$ cat config.mk
export PLATFORM = sky130hd
export DESIGN_NAME = ifcr_regs
export DESIGN_NICKNAME = d
export VERILOG_FILES = /design/src/rtl/ifcr_pkg.sv /design/src/rtl/ifcr_regs.sv
export SDC_FILE = /design/constraint.sdc
export NUM_CORES = 1
export LEC_CHECK = 0
export BUFFER_PORTS_ARGS = -buffer_cell sky130_fd_sc_hd__buf_2
export CAP_MARGIN = 20
export CORE_MARGIN = 4
export CORE_UTILIZATION = 54
export CTS_CLUSTER_SIZE = 20
export DETAILED_ROUTE_END_ITERATION = 8
export PLACE_DENSITY = 0.95
export REMOVE_ABC_BUFFERS = 1
export SYNTH_ARGS = -nofsm -noshare
export SYNTH_HDL_FRONTEND = slang
export SYNTH_SLANG_ARGS = --single-unit
$ cat constraint.sdc
create_clock -name aclk -period 6.1 [get_ports aclk]
set_clock_uncertainty 0.15 [all_clocks]
set_input_delay 0.915 -clock aclk [delete_from_list [all_inputs] [get_ports aclk]]
set_output_delay 0.915 -clock aclk [all_outputs]
set_load 0.03 [all_outputs]
$ cat src/rtl/ifcr_pkg.sv
// Package for the interrupt flag and control register group.
// Assumes an AXI4-Lite master with 32-bit data; registers are 16 bits in the low half.
package ifcr_pkg;
	// Byte offsets of the registers
	localparam logic [7:0] IFCR_OFF_CTRL1  = 8'h00;
	localparam logic [7:0] IFCR_OFF_CTRL2  = 8'h04;
	localparam logic [7:0] IFCR_OFF_FLAGS0 = 8'h08;
	localparam logic [7:0] IFCR_OFF_FLAGS1 = 8'h0C;
	localparam logic [7:0] IFCR_OFF_FLAGS3 = 8'h10;
	localparam logic [7:0] IFCR_OFF_FLAGS4 = 8'h14;
	localparam logic [7:0] IFCR_OFF_EN0    = 8'h18;
	localparam logic [7:0] IFCR_OFF_EN1    = 8'h1C;
	localparam logic [7:0] IFCR_OFF_EN3    = 8'h20;
	localparam logic [7:0] IFCR_OFF_EN4    = 8'h24;
	localparam logic [7:0] IFCR_OFF_PRIO   = 8'h28;

	// Implemented-bit masks; everything else reads 0
	localparam logic [15:0] IFCR_MASK_CTRL1  = 16'h0006;
	localparam logic [15:0] IFCR_MASK_CTRL2  = 16'hC007;
	localparam logic [15:0] IFCR_MASK_CTRL2W = 16'h8007;
	localparam logic [15:0] IFCR_MASK_FLAGS0 = 16'h3FEF;
	localparam logic [15:0] IFCR_MASK_FLAGS1 = 16'h20DB;
	localparam logic [15:0] IFCR_MASK_FLAGS3 = 16'h8600;
	localparam logic [15:0] IFCR_MASK_FLAGS4 = 16'h0602;

	// Field positions
	localparam int IFCR_BIT_STACK_TRAP = 2;
	localparam int IFCR_BIT_OSC_TRAP   = 1;
	localparam int IFCR_BIT_ALT_VEC    = 15;
	localparam int IFCR_BIT_DIS_INSTR  = 14;
	localparam int IFCR_BIT_EXT0_FLAG  = 0;
	localparam int IFCR_BIT_EXT1_FLAG  = 4;
	localparam int IFCR_BIT_EXT2_FLAG  = 13;

	localparam logic [15:0] IFCR_RESET_VAL = 16'h0000;
	localparam logic [2:0]  IFCR_PRIO_OFF  = 3'h0;
	localparam logic [1:0]  IFCR_RESP_OKAY   = 2'h0;
	localparam logic [1:0]  IFCR_RESP_SLVERR = 2'h2;
	localparam int IFCR_NSRC = 64;
endpackage

$ cat src/rtl/ifcr_regs.sv
// Interrupt flag and control registers behind an AXI4-Lite slave.
// Assumes sources pulse on aclk except ext_irq_pin, which is asynchronous.
//
// Functional notes
// Stack error trap event sets the stack trap bit, bit 2.
// Oscillator failure trap event sets the oscillator trap bit, bit 1.
// Alternate vector table select bit 15 drives the table choice output.
// Bit 14 reflects disable-interrupts instruction activity; writes ignored.
// Polarity bit 1 detects negative edge, 0 positive, per external input.
// Second control register bits 13 to 3 read zero.
// Flag bits read 1 after request, software can read and write them.
// All implemented bits zero after reset; unimplemented bits read zero.
// Flags0 bit 13 is ADC done; bits 15,14 unimplemented.
// Flags0 bit 12 UART transmit, bit 11 UART receive.
// Flags0 bit 10 SPI event, bit 9 SPI fault.
// Flags0 bit 8 timer c, bit 7 timer b, bit 3 timer a.
// Flags0 bit 6 compare b, bit 2 compare a.
// Flags0 bit 5 capture b, bit 1 capture a.
// External flags: flags0 bit 0, flags1 bits 4 and 13.
// Flags1 bit 7 capture h, bit 6 capture g; bits 12-8 unused.
// Flags1 bit 3 change notify, bit 1 I2C master, bit 0 I2C slave.
// Flags3 bit 15 pwm a fault, bit 10 encoder, bit 9 pwm a error.
// Flags4 bit 10 pwm b fault, bit 9 pwm b error, bit 1 UART error.
// Request passes on only when its enable bit is 1.
// Priority 000 disables a source; 1 to 7 pass, 7 highest. Here one priority field gates all 64 sources, with no ranking.
// Flags set regardless of enable; stay set until software writes 0.
// Source event in the cycle of a clearing write leaves the flag set.
`timescale 1ns/1ps
`default_nettype none
module ifcr_regs
	import ifcr_pkg::*;
(
	// Clock and reset
	input  wire logic        aclk,
	input  wire logic        aresetn,
	// AXI4-Lite slave
	input  wire logic [7:0]  s_awaddr,
	input  wire logic        s_awvalid,
	output logic             s_awready,
	input  wire logic [31:0] s_wdata,
	input  wire logic [3:0]  s_wstrb,
	input  wire logic        s_wvalid,
	output logic             s_wready,
	output logic [1:0]       s_bresp,
	output logic             s_bvalid,
	input  wire logic        s_bready,
	input  wire logic [7:0]  s_araddr,
	input  wire logic        s_arvalid,
	output logic             s_arready,
	output logic [31:0]      s_rdata,
	output logic [1:0]       s_rresp,
	output logic             s_rvalid,
	input  wire logic        s_rready,
	// Event pulses, one bit per flag position
	input  wire logic [15:0] src_evt0,
	input  wire logic [15:0] src_evt1,
	input  wire logic [15:0] src_evt3,
	input  wire logic [15:0] src_evt4,
	input  wire logic        stack_trap_evt,
	input  wire logic        osc_failure_trap_evt,
	input  wire logic        irq_disable_instr_active,
	// External interrupt pins, asynchronous
	input  wire logic [2:0]  ext_irq_pin,
	// To the core
	output logic             alt_vector_table_sel,
	output logic [63:0]      irq_pending
);

	typedef struct packed {
		logic        aw_got;
		logic [7:0]  aw_addr;
		logic        w_got;
		logic [31:0] w_data;
		logic [3:0]  w_strb;
		logic        bvalid;
		logic [1:0]  bresp;
		logic        rvalid;
		logic [31:0] rdata;
		logic [1:0]  rresp;
		logic [15:0] ctrl1;
		logic [15:0] ctrl2;
		logic [15:0] flags0;
		logic [15:0] flags1;
		logic [15:0] flags3;
		logic [15:0] flags4;
		logic [63:0] enable;
		logic [2:0]  prio;
		logic [2:0]  sync1;
		logic [2:0]  sync2;
		logic [2:0]  ext_prev;
		logic        alt_vec;
		logic [63:0] pending;
		logic        aw_rdy;
		logic        w_rdy;
		logic        ar_rdy;
	} ifcr_state_t;

	ifcr_state_t st_reg;
	ifcr_state_t st_next;

	// Software write: byte lanes of the low half only
	function automatic logic [15:0] ifcr_wr16(input logic [15:0] old, input logic [31:0] d,
		input logic [3:0] strb, input logic [15:0] mask);
		logic [15:0] v;
		v = old;
		if (strb[0]) begin
			v[7:0] = d[7:0];
		end
		if (strb[1]) begin
			v[15:8] = d[15:8];
		end
		return v & mask;
	endfunction

	// One address decoder serves both the read and the write path
	typedef enum logic [3:0] {
		IFCR_SEL_CTRL1  = 4'h0,
		IFCR_SEL_CTRL2  = 4'h1,
		IFCR_SEL_FLAGS0 = 4'h2,
		IFCR_SEL_FLAGS1 = 4'h3,
		IFCR_SEL_FLAGS3 = 4'h4,
		IFCR_SEL_FLAGS4 = 4'h5,
		IFCR_SEL_EN0    = 4'h6,
		IFCR_SEL_EN1    = 4'h7,
		IFCR_SEL_EN3    = 4'h8,
		IFCR_SEL_EN4    = 4'h9,
		IFCR_SEL_PRIO   = 4'hA,
		IFCR_SEL_NONE   = 4'hF
	} ifcr_sel_t;

	function automatic ifcr_sel_t ifcr_decode(input logic [7:0] a);
		ifcr_sel_t s;
		if (a == IFCR_OFF_CTRL1) begin
			s = IFCR_SEL_CTRL1;
		end else if (a == IFCR_OFF_CTRL2) begin
			s = IFCR_SEL_CTRL2;
		end else if (a == IFCR_OFF_FLAGS0) begin
			s = IFCR_SEL_FLAGS0;
		end else if (a == IFCR_OFF_FLAGS1) begin
			s = IFCR_SEL_FLAGS1;
		end else if (a == IFCR_OFF_FLAGS3) begin
			s = IFCR_SEL_FLAGS3;
		end else if (a == IFCR_OFF_FLAGS4) begin
			s = IFCR_SEL_FLAGS4;
		end else if (a == IFCR_OFF_EN0) begin
			s = IFCR_SEL_EN0;
		end else if (a == IFCR_OFF_EN1) begin
			s = IFCR_SEL_EN1;
		end else if (a == IFCR_OFF_EN3) begin
			s = IFCR_SEL_EN3;
		end else if (a == IFCR_OFF_EN4) begin
			s = IFCR_SEL_EN4;
		end else if (a == IFCR_OFF_PRIO) begin
			s = IFCR_SEL_PRIO;
		end else begin
			s = IFCR_SEL_NONE;
		end
		return s;
	endfunction

	logic [2:0]  ext_edge;
	logic [15:0] ext0;
	logic [15:0] ext1;
	logic        wr_fire;
	logic        rd_fire;
	logic [15:0] rd_val;
	logic        rd_hit;
	logic        wr_hit;
	ifcr_sel_t   rd_sel;
	ifcr_sel_t   wr_sel;

	// Edge detect reads only the second synchroniser stage
	always_comb begin
		for (int i = 0; i < 3; i++) begin
			if (st_reg.ctrl2[i]) begin
				ext_edge[i] = st_reg.ext_prev[i] & ~st_reg.sync2[i];
			end else begin
				ext_edge[i] = ~st_reg.ext_prev[i] & st_reg.sync2[i];
			end
		end
		ext0 = 16'h0000;
		ext1 = 16'h0000;
		ext0[IFCR_BIT_EXT0_FLAG] = ext_edge[0];
		ext1[IFCR_BIT_EXT1_FLAG] = ext_edge[1];
		ext1[IFCR_BIT_EXT2_FLAG] = ext_edge[2];
	end

	assign wr_fire = st_reg.aw_got & st_reg.w_got & ~st_reg.bvalid;
	assign rd_fire = s_arvalid & st_reg.ar_rdy;
	assign rd_sel = ifcr_decode(s_araddr);
	assign wr_sel = ifcr_decode(st_reg.aw_addr);

	always_comb begin
		rd_hit = 1'b1;
		if (rd_sel == IFCR_SEL_CTRL1) begin
			rd_val = st_reg.ctrl1;
		end else if (rd_sel == IFCR_SEL_CTRL2) begin
			rd_val = st_reg.ctrl2 & IFCR_MASK_CTRL2;
		end else if (rd_sel == IFCR_SEL_FLAGS0) begin
			rd_val = st_reg.flags0;
		end else if (rd_sel == IFCR_SEL_FLAGS1) begin
			rd_val = st_reg.flags1;
		end else if (rd_sel == IFCR_SEL_FLAGS3) begin
			rd_val = st_reg.flags3;
		end else if (rd_sel == IFCR_SEL_FLAGS4) begin
			rd_val = st_reg.flags4;
		end else if (rd_sel == IFCR_SEL_EN0) begin
			rd_val = st_reg.enable[15:0];
		end else if (rd_sel == IFCR_SEL_EN1) begin
			rd_val = st_reg.enable[31:16];
		end else if (rd_sel == IFCR_SEL_EN3) begin
			rd_val = st_reg.enable[47:32];
		end else if (rd_sel == IFCR_SEL_EN4) begin
			rd_val = st_reg.enable[63:48];
		end else if (rd_sel == IFCR_SEL_PRIO) begin
			rd_val = {13'h0, st_reg.prio};
		end else begin
			rd_val = 16'h0000;
			rd_hit = 1'b0;
		end
	end

	always_comb begin
		st_next = st_reg;
		wr_hit = 1'b1;
		st_next.sync1 = ext_irq_pin;
		st_next.sync2 = st_reg.sync1;
		st_next.ext_prev = st_reg.sync2;

		// Write channels taken independently, in either order
		if (s_awvalid & st_reg.aw_rdy) begin
			st_next.aw_got = 1'b1;
			st_next.aw_addr = s_awaddr;
		end
		if (s_wvalid & st_reg.w_rdy) begin
			st_next.w_got = 1'b1;
			st_next.w_data = s_wdata;
			st_next.w_strb = s_wstrb;
		end

		// Software write first; hardware sets below so a set beats a clear
		if (wr_fire) begin
			if (wr_sel == IFCR_SEL_CTRL1) begin
				st_next.ctrl1 = ifcr_wr16(st_reg.ctrl1, st_reg.w_data, st_reg.w_strb, IFCR_MASK_CTRL1);
			end else if (wr_sel == IFCR_SEL_CTRL2) begin
				// Status bit 14 is not writable
				st_next.ctrl2 = ifcr_wr16(st_reg.ctrl2, st_reg.w_data, st_reg.w_strb, IFCR_MASK_CTRL2W);
			end else if (wr_sel == IFCR_SEL_FLAGS0) begin
				st_next.flags0 = ifcr_wr16(st_reg.flags0, st_reg.w_data, st_reg.w_strb, IFCR_MASK_FLAGS0);
			end else if (wr_sel == IFCR_SEL_FLAGS1) begin
				st_next.flags1 = ifcr_wr16(st_reg.flags1, st_reg.w_data, st_reg.w_strb, IFCR_MASK_FLAGS1);
			end else if (wr_sel == IFCR_SEL_FLAGS3) begin
				st_next.flags3 = ifcr_wr16(st_reg.flags3, st_reg.w_data, st_reg.w_strb, IFCR_MASK_FLAGS3);
			end else if (wr_sel == IFCR_SEL_FLAGS4) begin
				st_next.flags4 = ifcr_wr16(st_reg.flags4, st_reg.w_data, st_reg.w_strb, IFCR_MASK_FLAGS4);
			end else if (wr_sel == IFCR_SEL_EN0) begin
				st_next.enable[15:0] = ifcr_wr16(st_reg.enable[15:0], st_reg.w_data, st_reg.w_strb, IFCR_MASK_FLAGS0);
			end else if (wr_sel == IFCR_SEL_EN1) begin
				st_next.enable[31:16] = ifcr_wr16(st_reg.enable[31:16], st_reg.w_data, st_reg.w_strb, IFCR_MASK_FLAGS1);
			end else if (wr_sel == IFCR_SEL_EN3) begin
				st_next.enable[47:32] = ifcr_wr16(st_reg.enable[47:32], st_reg.w_data, st_reg.w_strb, IFCR_MASK_FLAGS3);
			end else if (wr_sel == IFCR_SEL_EN4) begin
				st_next.enable[63:48] = ifcr_wr16(st_reg.enable[63:48], st_reg.w_data, st_reg.w_strb, IFCR_MASK_FLAGS4);
			end else if (wr_sel == IFCR_SEL_PRIO) begin
				if (st_reg.w_strb[0]) begin
					st_next.prio = st_reg.w_data[2:0];
				end
			end else begin
				wr_hit = 1'b0;
			end
			st_next.aw_got = 1'b0;
			st_next.w_got = 1'b0;
			st_next.bvalid = 1'b1;
			st_next.bresp = wr_hit ? IFCR_RESP_OKAY : IFCR_RESP_SLVERR;
		end
		if (st_reg.bvalid & s_bready) begin
			st_next.bvalid = 1'b0;
		end

		// Hardware sets, independent of enables, sticky until written 0, except status bit 14 which follows its input
		st_next.ctrl1[IFCR_BIT_STACK_TRAP] = st_next.ctrl1[IFCR_BIT_STACK_TRAP] | stack_trap_evt;
		st_next.ctrl1[IFCR_BIT_OSC_TRAP] = st_next.ctrl1[IFCR_BIT_OSC_TRAP] | osc_failure_trap_evt;
		st_next.ctrl2[IFCR_BIT_DIS_INSTR] = irq_disable_instr_active;
		st_next.flags0 = st_next.flags0 | ((src_evt0 | ext0) & IFCR_MASK_FLAGS0);
		st_next.flags1 = st_next.flags1 | ((src_evt1 | ext1) & IFCR_MASK_FLAGS1);
		st_next.flags3 = st_next.flags3 | (src_evt3 & IFCR_MASK_FLAGS3);
		st_next.flags4 = st_next.flags4 | (src_evt4 & IFCR_MASK_FLAGS4);

		st_next.alt_vec = st_reg.ctrl2[IFCR_BIT_ALT_VEC];
		// Only enabled flags with nonzero priority reach the core
		if (st_reg.prio == IFCR_PRIO_OFF) begin
			st_next.pending = 64'h0000000000000000;
		end else begin
			st_next.pending = {st_reg.flags4, st_reg.flags3, st_reg.flags1, st_reg.flags0} & st_reg.enable;
		end

		if (rd_fire) begin
			st_next.rvalid = 1'b1;
			st_next.rdata = {16'h0000, rd_val};
			st_next.rresp = rd_hit ? IFCR_RESP_OKAY : IFCR_RESP_SLVERR;
		end else if (st_reg.rvalid & s_rready) begin
			st_next.rvalid = 1'b0;
		end

		// Ready flags are registered so every bus output leaves a flip-flop; low during reset
		st_next.aw_rdy = ~st_next.aw_got;
		st_next.w_rdy = ~st_next.w_got;
		st_next.ar_rdy = ~st_next.rvalid;
	end

	always_ff @(posedge aclk) begin
		if (!aresetn) begin
			st_reg <= '0;
		end else begin
			st_reg <= st_next;
		end
	end

	assign s_awready = st_reg.aw_rdy;
	assign s_wready = st_reg.w_rdy;
	assign s_bvalid = st_reg.bvalid;
	assign s_bresp = st_reg.bresp;
	assign s_arready = st_reg.ar_rdy;
	assign s_rvalid = st_reg.rvalid;
	assign s_rdata = st_reg.rdata;
	assign s_rresp = st_reg.rresp;
	assign alt_vector_table_sel = st_reg.alt_vec;
	assign irq_pending = st_reg.pending;
endmodule
`default_nettype wire

# After elaboration in Yosys (flattened, before gate mapping)

Index checks and enable logic that the tools add are counted.

Add/sub/neg operators: 0
Multipliers: 0
Div/mod/pow operators: 0
Magnitude comparators: 0
Equality and inequality tests: 40
Shifts and indexed selects: 0
Muxes and demuxes: 110
Bitwise gates (word level): 43
Reductions and logical operators: 17

Operators with widths:

| kind                                           | count |
|---|---|
| 2-to-1 mux 16 bit                              | 15 |
| 2-to-1 mux 150 bit                             | 1 |
| 2-to-1 mux 147 bit                             | 1 |
| 2-to-1 mux 131 bit                             | 1 |
| 2-to-1 mux 115 bit                             | 1 |
| 2-to-1 mux 99 bit                              | 1 |
| 2-to-1 mux 83 bit                              | 1 |
| AND 64 x 59 -> 64 bit                          | 1 |
| == test 8 x 5 -> 1 bit (second input constant) | 8 |
| 2-to-1 mux 4 bit                               | 16 |
| 2-to-1 mux 62 bit                              | 1 |
| 2-to-1 mux 8 bit                               | 7 |
| 2-to-1 mux 3 bit                               | 18 |
| == test 8 x 6 -> 1 bit (second input constant) | 6 |
| 2-to-1 mux 43 bit                              | 1 |
| 2-to-1 mux 37 bit                              | 1 |
| 2-to-1 mux 11 bit                              | 3 |
| == test 4 x 3 -> 1 bit (second input constant) | 8 |
| == test 8 x 4 -> 1 bit (second input constant) | 4 |
| OR 16 x 14 -> 16 bit                           | 2 |
| 2-to-1 mux 1 bit                               | 30 |
| 2-to-1 mux 14 bit                              | 2 |
| 2-to-1 mux 27 bit                              | 1 |
| == test 4 bit (second input constant)          | 6 |
| 23 further kinds                               | 74 |

Flip-flop bits (word level): 245
Latch bits: 0
Memory bits (writable): 0
ROM bits: 0
Input port bits: 129
Output and inout port bits: 106
Logic and storage cells: 244
Memories: 0

# Depth between registers and ports, before layout

Word-level depth: 26
Gate-level depth with buffers: 7
Depth with buffers taken out: 5

# Worst setup path after synthesis

OpenSTA, ideal clock, no wires.

Kind: input port to flip-flop
Start: input s_araddr[4]
End: register st_reg, in the netlist s_rdata[10]
Setup time: 70 ps
Arrival: 2355 ps
Required time: 5880 ps
Path slack: 3525 ps
Cell stages on the path: 6
Buffers on the path: 1
Cells stage by stage: clkbuf_1 -> or4b_2 -> nor3_1 -> o2bb2ai_1 -> nand3_1 -> a21oi_1

Word-level cells in the longest chain between the ends: 23
Elaborated cells between the ends (all ways): 42
Classes of those cells: eq/ne (19); mux (21); reduce/logical (2)

Ends and longest elaborated chain:

| what                   | line             | RTL |
|---|---|---|
| start: declaration     | ifcr_regs.sv:47  | `input wire logic [7:0] s_araddr,` |
| == test 8 x 6 -> 1 bit | ifcr_regs.sv:153 | `end else if (a == IFCR_OFF_PRIO) begin` |
| 2-to-1 mux 3 bit       | ifcr_regs.sv:153 |  |
| 2-to-1 mux 3 bit       | ifcr_regs.sv:151 | `end else if (a == IFCR_OFF_EN4) begin` |
| 2-to-1 mux 3 bit       | ifcr_regs.sv:149 | `end else if (a == IFCR_OFF_EN3) begin` |
| 2-to-1 mux 4 bit       | ifcr_regs.sv:147 | `end else if (a == IFCR_OFF_EN1) begin` |
| 2-to-1 mux 4 bit       | ifcr_regs.sv:145 | `end else if (a == IFCR_OFF_EN0) begin` |
| 2-to-1 mux 4 bit       | ifcr_regs.sv:143 | `end else if (a == IFCR_OFF_FLAGS4) begin` |
| 2-to-1 mux 4 bit       | ifcr_regs.sv:141 | `end else if (a == IFCR_OFF_FLAGS3) begin` |
| [7 not listed]         | -                |  |
| 2-to-1 mux 16 bit      | ifcr_regs.sv:209 | `end else if (rd_sel == IFCR_SEL_EN1) begin` |
| 2-to-1 mux 16 bit      | ifcr_regs.sv:207 | `end else if (rd_sel == IFCR_SEL_EN0) begin` |
| 2-to-1 mux 16 bit      | ifcr_regs.sv:205 | `end else if (rd_sel == IFCR_SEL_FLAGS4) begin` |
| 2-to-1 mux 16 bit      | ifcr_regs.sv:203 | `end else if (rd_sel == IFCR_SEL_FLAGS3) begin` |
| 2-to-1 mux 16 bit      | ifcr_regs.sv:201 | `end else if (rd_sel == IFCR_SEL_FLAGS1) begin` |
| 2-to-1 mux 16 bit      | ifcr_regs.sv:199 | `end else if (rd_sel == IFCR_SEL_FLAGS0) begin` |
| 2-to-1 mux 16 bit      | ifcr_regs.sv:197 | `end else if (rd_sel == IFCR_SEL_CTRL2) begin` |
| 2-to-1 mux 16 bit *    | ifcr_regs.sv:195 | `if (rd_sel == IFCR_SEL_CTRL1) begin` |
| end signal: assignment | ifcr_regs.sv:315 | `st_reg <= st_next;` |
| end: declaration       | ifcr_regs.sv:98  | `ifcr_state_t st_reg;` |

Every way passes the cells marked *; elsewhere a longest branch is shown, timed or not.
A chain may end at the register's enable or synchronous reset.

# Worst setup path after layout

Start: register st_reg, in the netlist s_bvalid
End: register st_reg[199] (netlist name)

Word-level cells in the longest chain between the ends: 4

Ends and longest elaborated chain:

| what                 | line             | RTL |
|---|---|---|
| NOT 1 bit            | ifcr_regs.sv:188 | `assign wr_fire = st_reg.aw_got & st_reg.w_got & ~st_reg.bvalid;` |
| AND 1 bit            | ifcr_regs.sv:188 |  |
| 2-to-1 mux 150 bit   | ifcr_regs.sv:242 | `if (wr_fire) begin` |
| OR 16 x 14 -> 16 bit | ifcr_regs.sv:284 | `st_next.flags0 = st_next.flags0 \| ((src_evt0 \| ext0) & IFCR_MASK_FLAGS0);` |

Every way passes these cells.

==> results.md <==
- Total Neg Setup Slack: 0 ns
- Post-route cell area: roughly 7500 um^2
- Slew Limit Fails: 0
- Port bufs: around 120
- GPL Wtd Cong: a little over 0.9
- Slew margin rel.: 28.12%
- Warnings from Yosys: 0
- Multi-input logic area: between 3000 and 4000 um^2
- Number of synthesized flops with an enable pin: 0
- Synth Instances: 790
- Rows: 40
- Fmax: ~340 MHz
- Hold Path Sink: st_next[69]
- Hold_ws: between 0.2 and 0.3 ns
- Synth Flop Type: dfxtp_1
- Setup Buffers After CTS: 0
- Synth area leaders: dfxtp_1 (44%), buf_4 (11%), nand2_1 (5.7%), a21oi_1 (5.4%), nor3_1 (4.4%)
- CTS tree: done
- Total track usage: around a quarter
- Final wirelength: 18.71 mm
- Placed Cells: approximately 1,000
- Post-synthesis async set-or-reset flop share: 0%
- Minimum clock period: between 2 and 3 ns
- Placed Area: approximately 7000 um^2
- Post-Layout Cell Count: about 1,000
- Drt first pass iters: 5
- First-pass GRT wire length: around 29 mm
- Register area share after synthesis: 44.07%
- Status: complete, no violations
- Total power density per cell area: 317.2 nW/um^2
- DRC Markers: 0
- DP Wirelength: about 12 mm
- Maximum vdd drop: 0.1904 mV
- Hold Crit Class: flop to flop
- Max reg flops: 91
- Avg WL per Cell: approximately 18 um
- CTS Hold Bufs: 0
- Worst R2R Setup Slack: between 3 and 4 ns
- Flops & latches, synth: 148
- Die Y: between 100 and 150 um
- Mean Syn Cell Area: roughly 8.5 um^2
- Required @ worst endpoint: 6.22 ns
- Worst Setup Start Kind: flop
- Die area: approximately 14,000 um^2
- Largest area contributor in the netlist: dfxtp_1
- Worst-Margin Slew: 1.075 ns
- Worst r2r dst: st_reg[199]
- Starting Density: 55.51%
- Core area: 12,110 um^2
- P_leak: 3.240 nW
- Max-Cap Viols: 0
- Setup CP Type: flop to flop
- TritonCTS Buffers: 17
- Worst hold start: st_next[72]
- Via count: around 6,000
- Synth Cell Area: around 6700 um^2
- Layout Nets: roughly 980
- Initial antenna violation count: 1
- Cell variety after synth: slightly above 50
- RSZ-0062 raised after global routing: no
- Final period util: a little under half
- R2R depth: 5
- Boundary Pins: 235
- Final setup viols: 0
- Root Driver: clkbuf_16
- Hold Vio Cnt, Final: 0
- Clk sinks: roughly 150
- Worst-path clk slew: ~0.06 ns
- Worst r2r src: s_bvalid
- Chip width: 119.6 um
- Layout area overhead: 11.67%
- Gr ovfl total: 0
- Vias in the first global route: around 5,600
- CTS H-tree lvls: 4
- Max Root-Sink Buffers: 2
- FF/Latch Area: between 2000 and 3000 um^2
- Filler cells: between 900 and 1,000
- Critical Path Fanout Max: 11
- Later-pin clock latency in the skew report: about 0.42 ns
- Remaining antenna violation count after routing: 0
- Post-CTS sizing: 0
- Hold path depth: 1
- Largest net degree at the start of global routing: 92
- Layout cell share with drive strength beyond 1: 19.65%
- Utilization after layout: about three fifths
- Iter 0 DRT Violations: between 800 and 900
- Nature of the critical path endpoint: flop
- Post-DR vias/cell: approximately 5.9
- Top-area cell type share of the netlist area: ~44%
- Crit path DAT: a little over 3 ns
## layer usage
layer / up-vias / track usage [%] / wire length [um]
li1: 2729 / - / -
met1: 2783 / 31.12 / 7070
met2: 421 / 40.47 / 8576
met3: 94 / 7.399 / 2126
met4: 0 / 13.31 / 938
met5: - / 0 / 0
## cells by family after synthesis
logic type / count (synthesis) / share of synthesized area [%]
buffers and inverters: 146 / 13.81
muxes: 21 / 3.145
AOI/OAI and AO/OA: 133 / 12.32
DFF: 148 / 44.07
and+or+nand+nor: 341 / 26.60
other: 1 / 0.05578
## how the worst max path moves through the flow
stage	start	to	slack (ns)	cells past startpoint
after global routing	s_bvalid	st_reg[195]	3.05	5
final	s_bvalid	st_reg[199]	3.19	5
after global placement	s_araddr[3]	s_rdata[8]	3.16	6
after detailed placement	s_araddr[3]	s_rdata[8]	3.10	6
after CTS	s_bvalid	st_reg[199]	3.27	5
after floorplan	aresetn	irq_pending[0]	2.67	3
## Yosys cell counts, drive strengths merged (5+ instances only)
| library cell | count |
|---|---|
| a31oi | 5 |
| o22ai | 6 |
| inv | 6 |
| and3b | 5 |
| a22o | 6 |
| nand3 | 38 |
| nand4 | 5 |
| and2 | 14 |
| o211ai | 6 |
| a21oi | 72 |
| and3 | 29 |
| nand2b | 9 |
| o21ai | 8 |
| dfxtp | 148 |
| clkbuf | 36 |
| nor3 | 63 |
| nor4 | 8 |
| buf | 104 |
| nand2 | 102 |
| mux2i | 20 |
| nor2 | 45 |
| a211oi | 6 |
| o311a | 5 |
## where the power goes
group / internal (mW) / switching, mW
registers: 0.997 / 0.0309
logic: 0.0590 / 0.150
clock network: 0.735 / 0.410
## metrics by stage
step / total power, mW / setup WS, ns
after global routing: 2.439 / 3.048
after CTS: 2.377 / 3.275
after detailed placement: 1.247 / 3.103
after global placement: 1.241 / 3.163
final: 2.381 / 3.189
after floorplan: 1.172 / 2.675
## layout by cell type, fill, tap and decap left out, types with 5 or more instances in the layout
cell / instances
a211oi_1: 6
a21oi_1: 72
a22o_1: 6
a31oi_1: 5
and2_1: 14
and3_1: 29
and3b_1: 5
buf_2: 121
bufinv_16: 5
clkbuf_16: 17
conb_1: 56
dfxtp_1: 148
inv_1: 5
mux2i_1: 20
nand2_1: 102
nand2b_1: 9
nand3_1: 38
nand4_1: 5
nor2_1: 44
nor3_1: 59
nor4_1: 5
o211ai_1: 6
o21ai_0: 8
o22ai_1: 6
o311a_1: 5
## final cells by class
class                      instances  area share (%)
clock inverter                    13           2.733
timing repair buffer             123           8.267
clock buffer                      19           5.900
antenna                            1         0.03333
sequential                       148           39.47
multi-input combinational        551           40.50
inverter                           6          0.3000
tap                              168           2.800
## critical path, cell delays in order, from the launching register on
cell      delay, ns
dfxtp_1        0.34
nand4b_1       0.53
nor2_1         0.88
nand2_1        0.48
nor3_1         0.30
nor3_1         0.07
No activity file was read; power rests on OpenSTA's default activity.
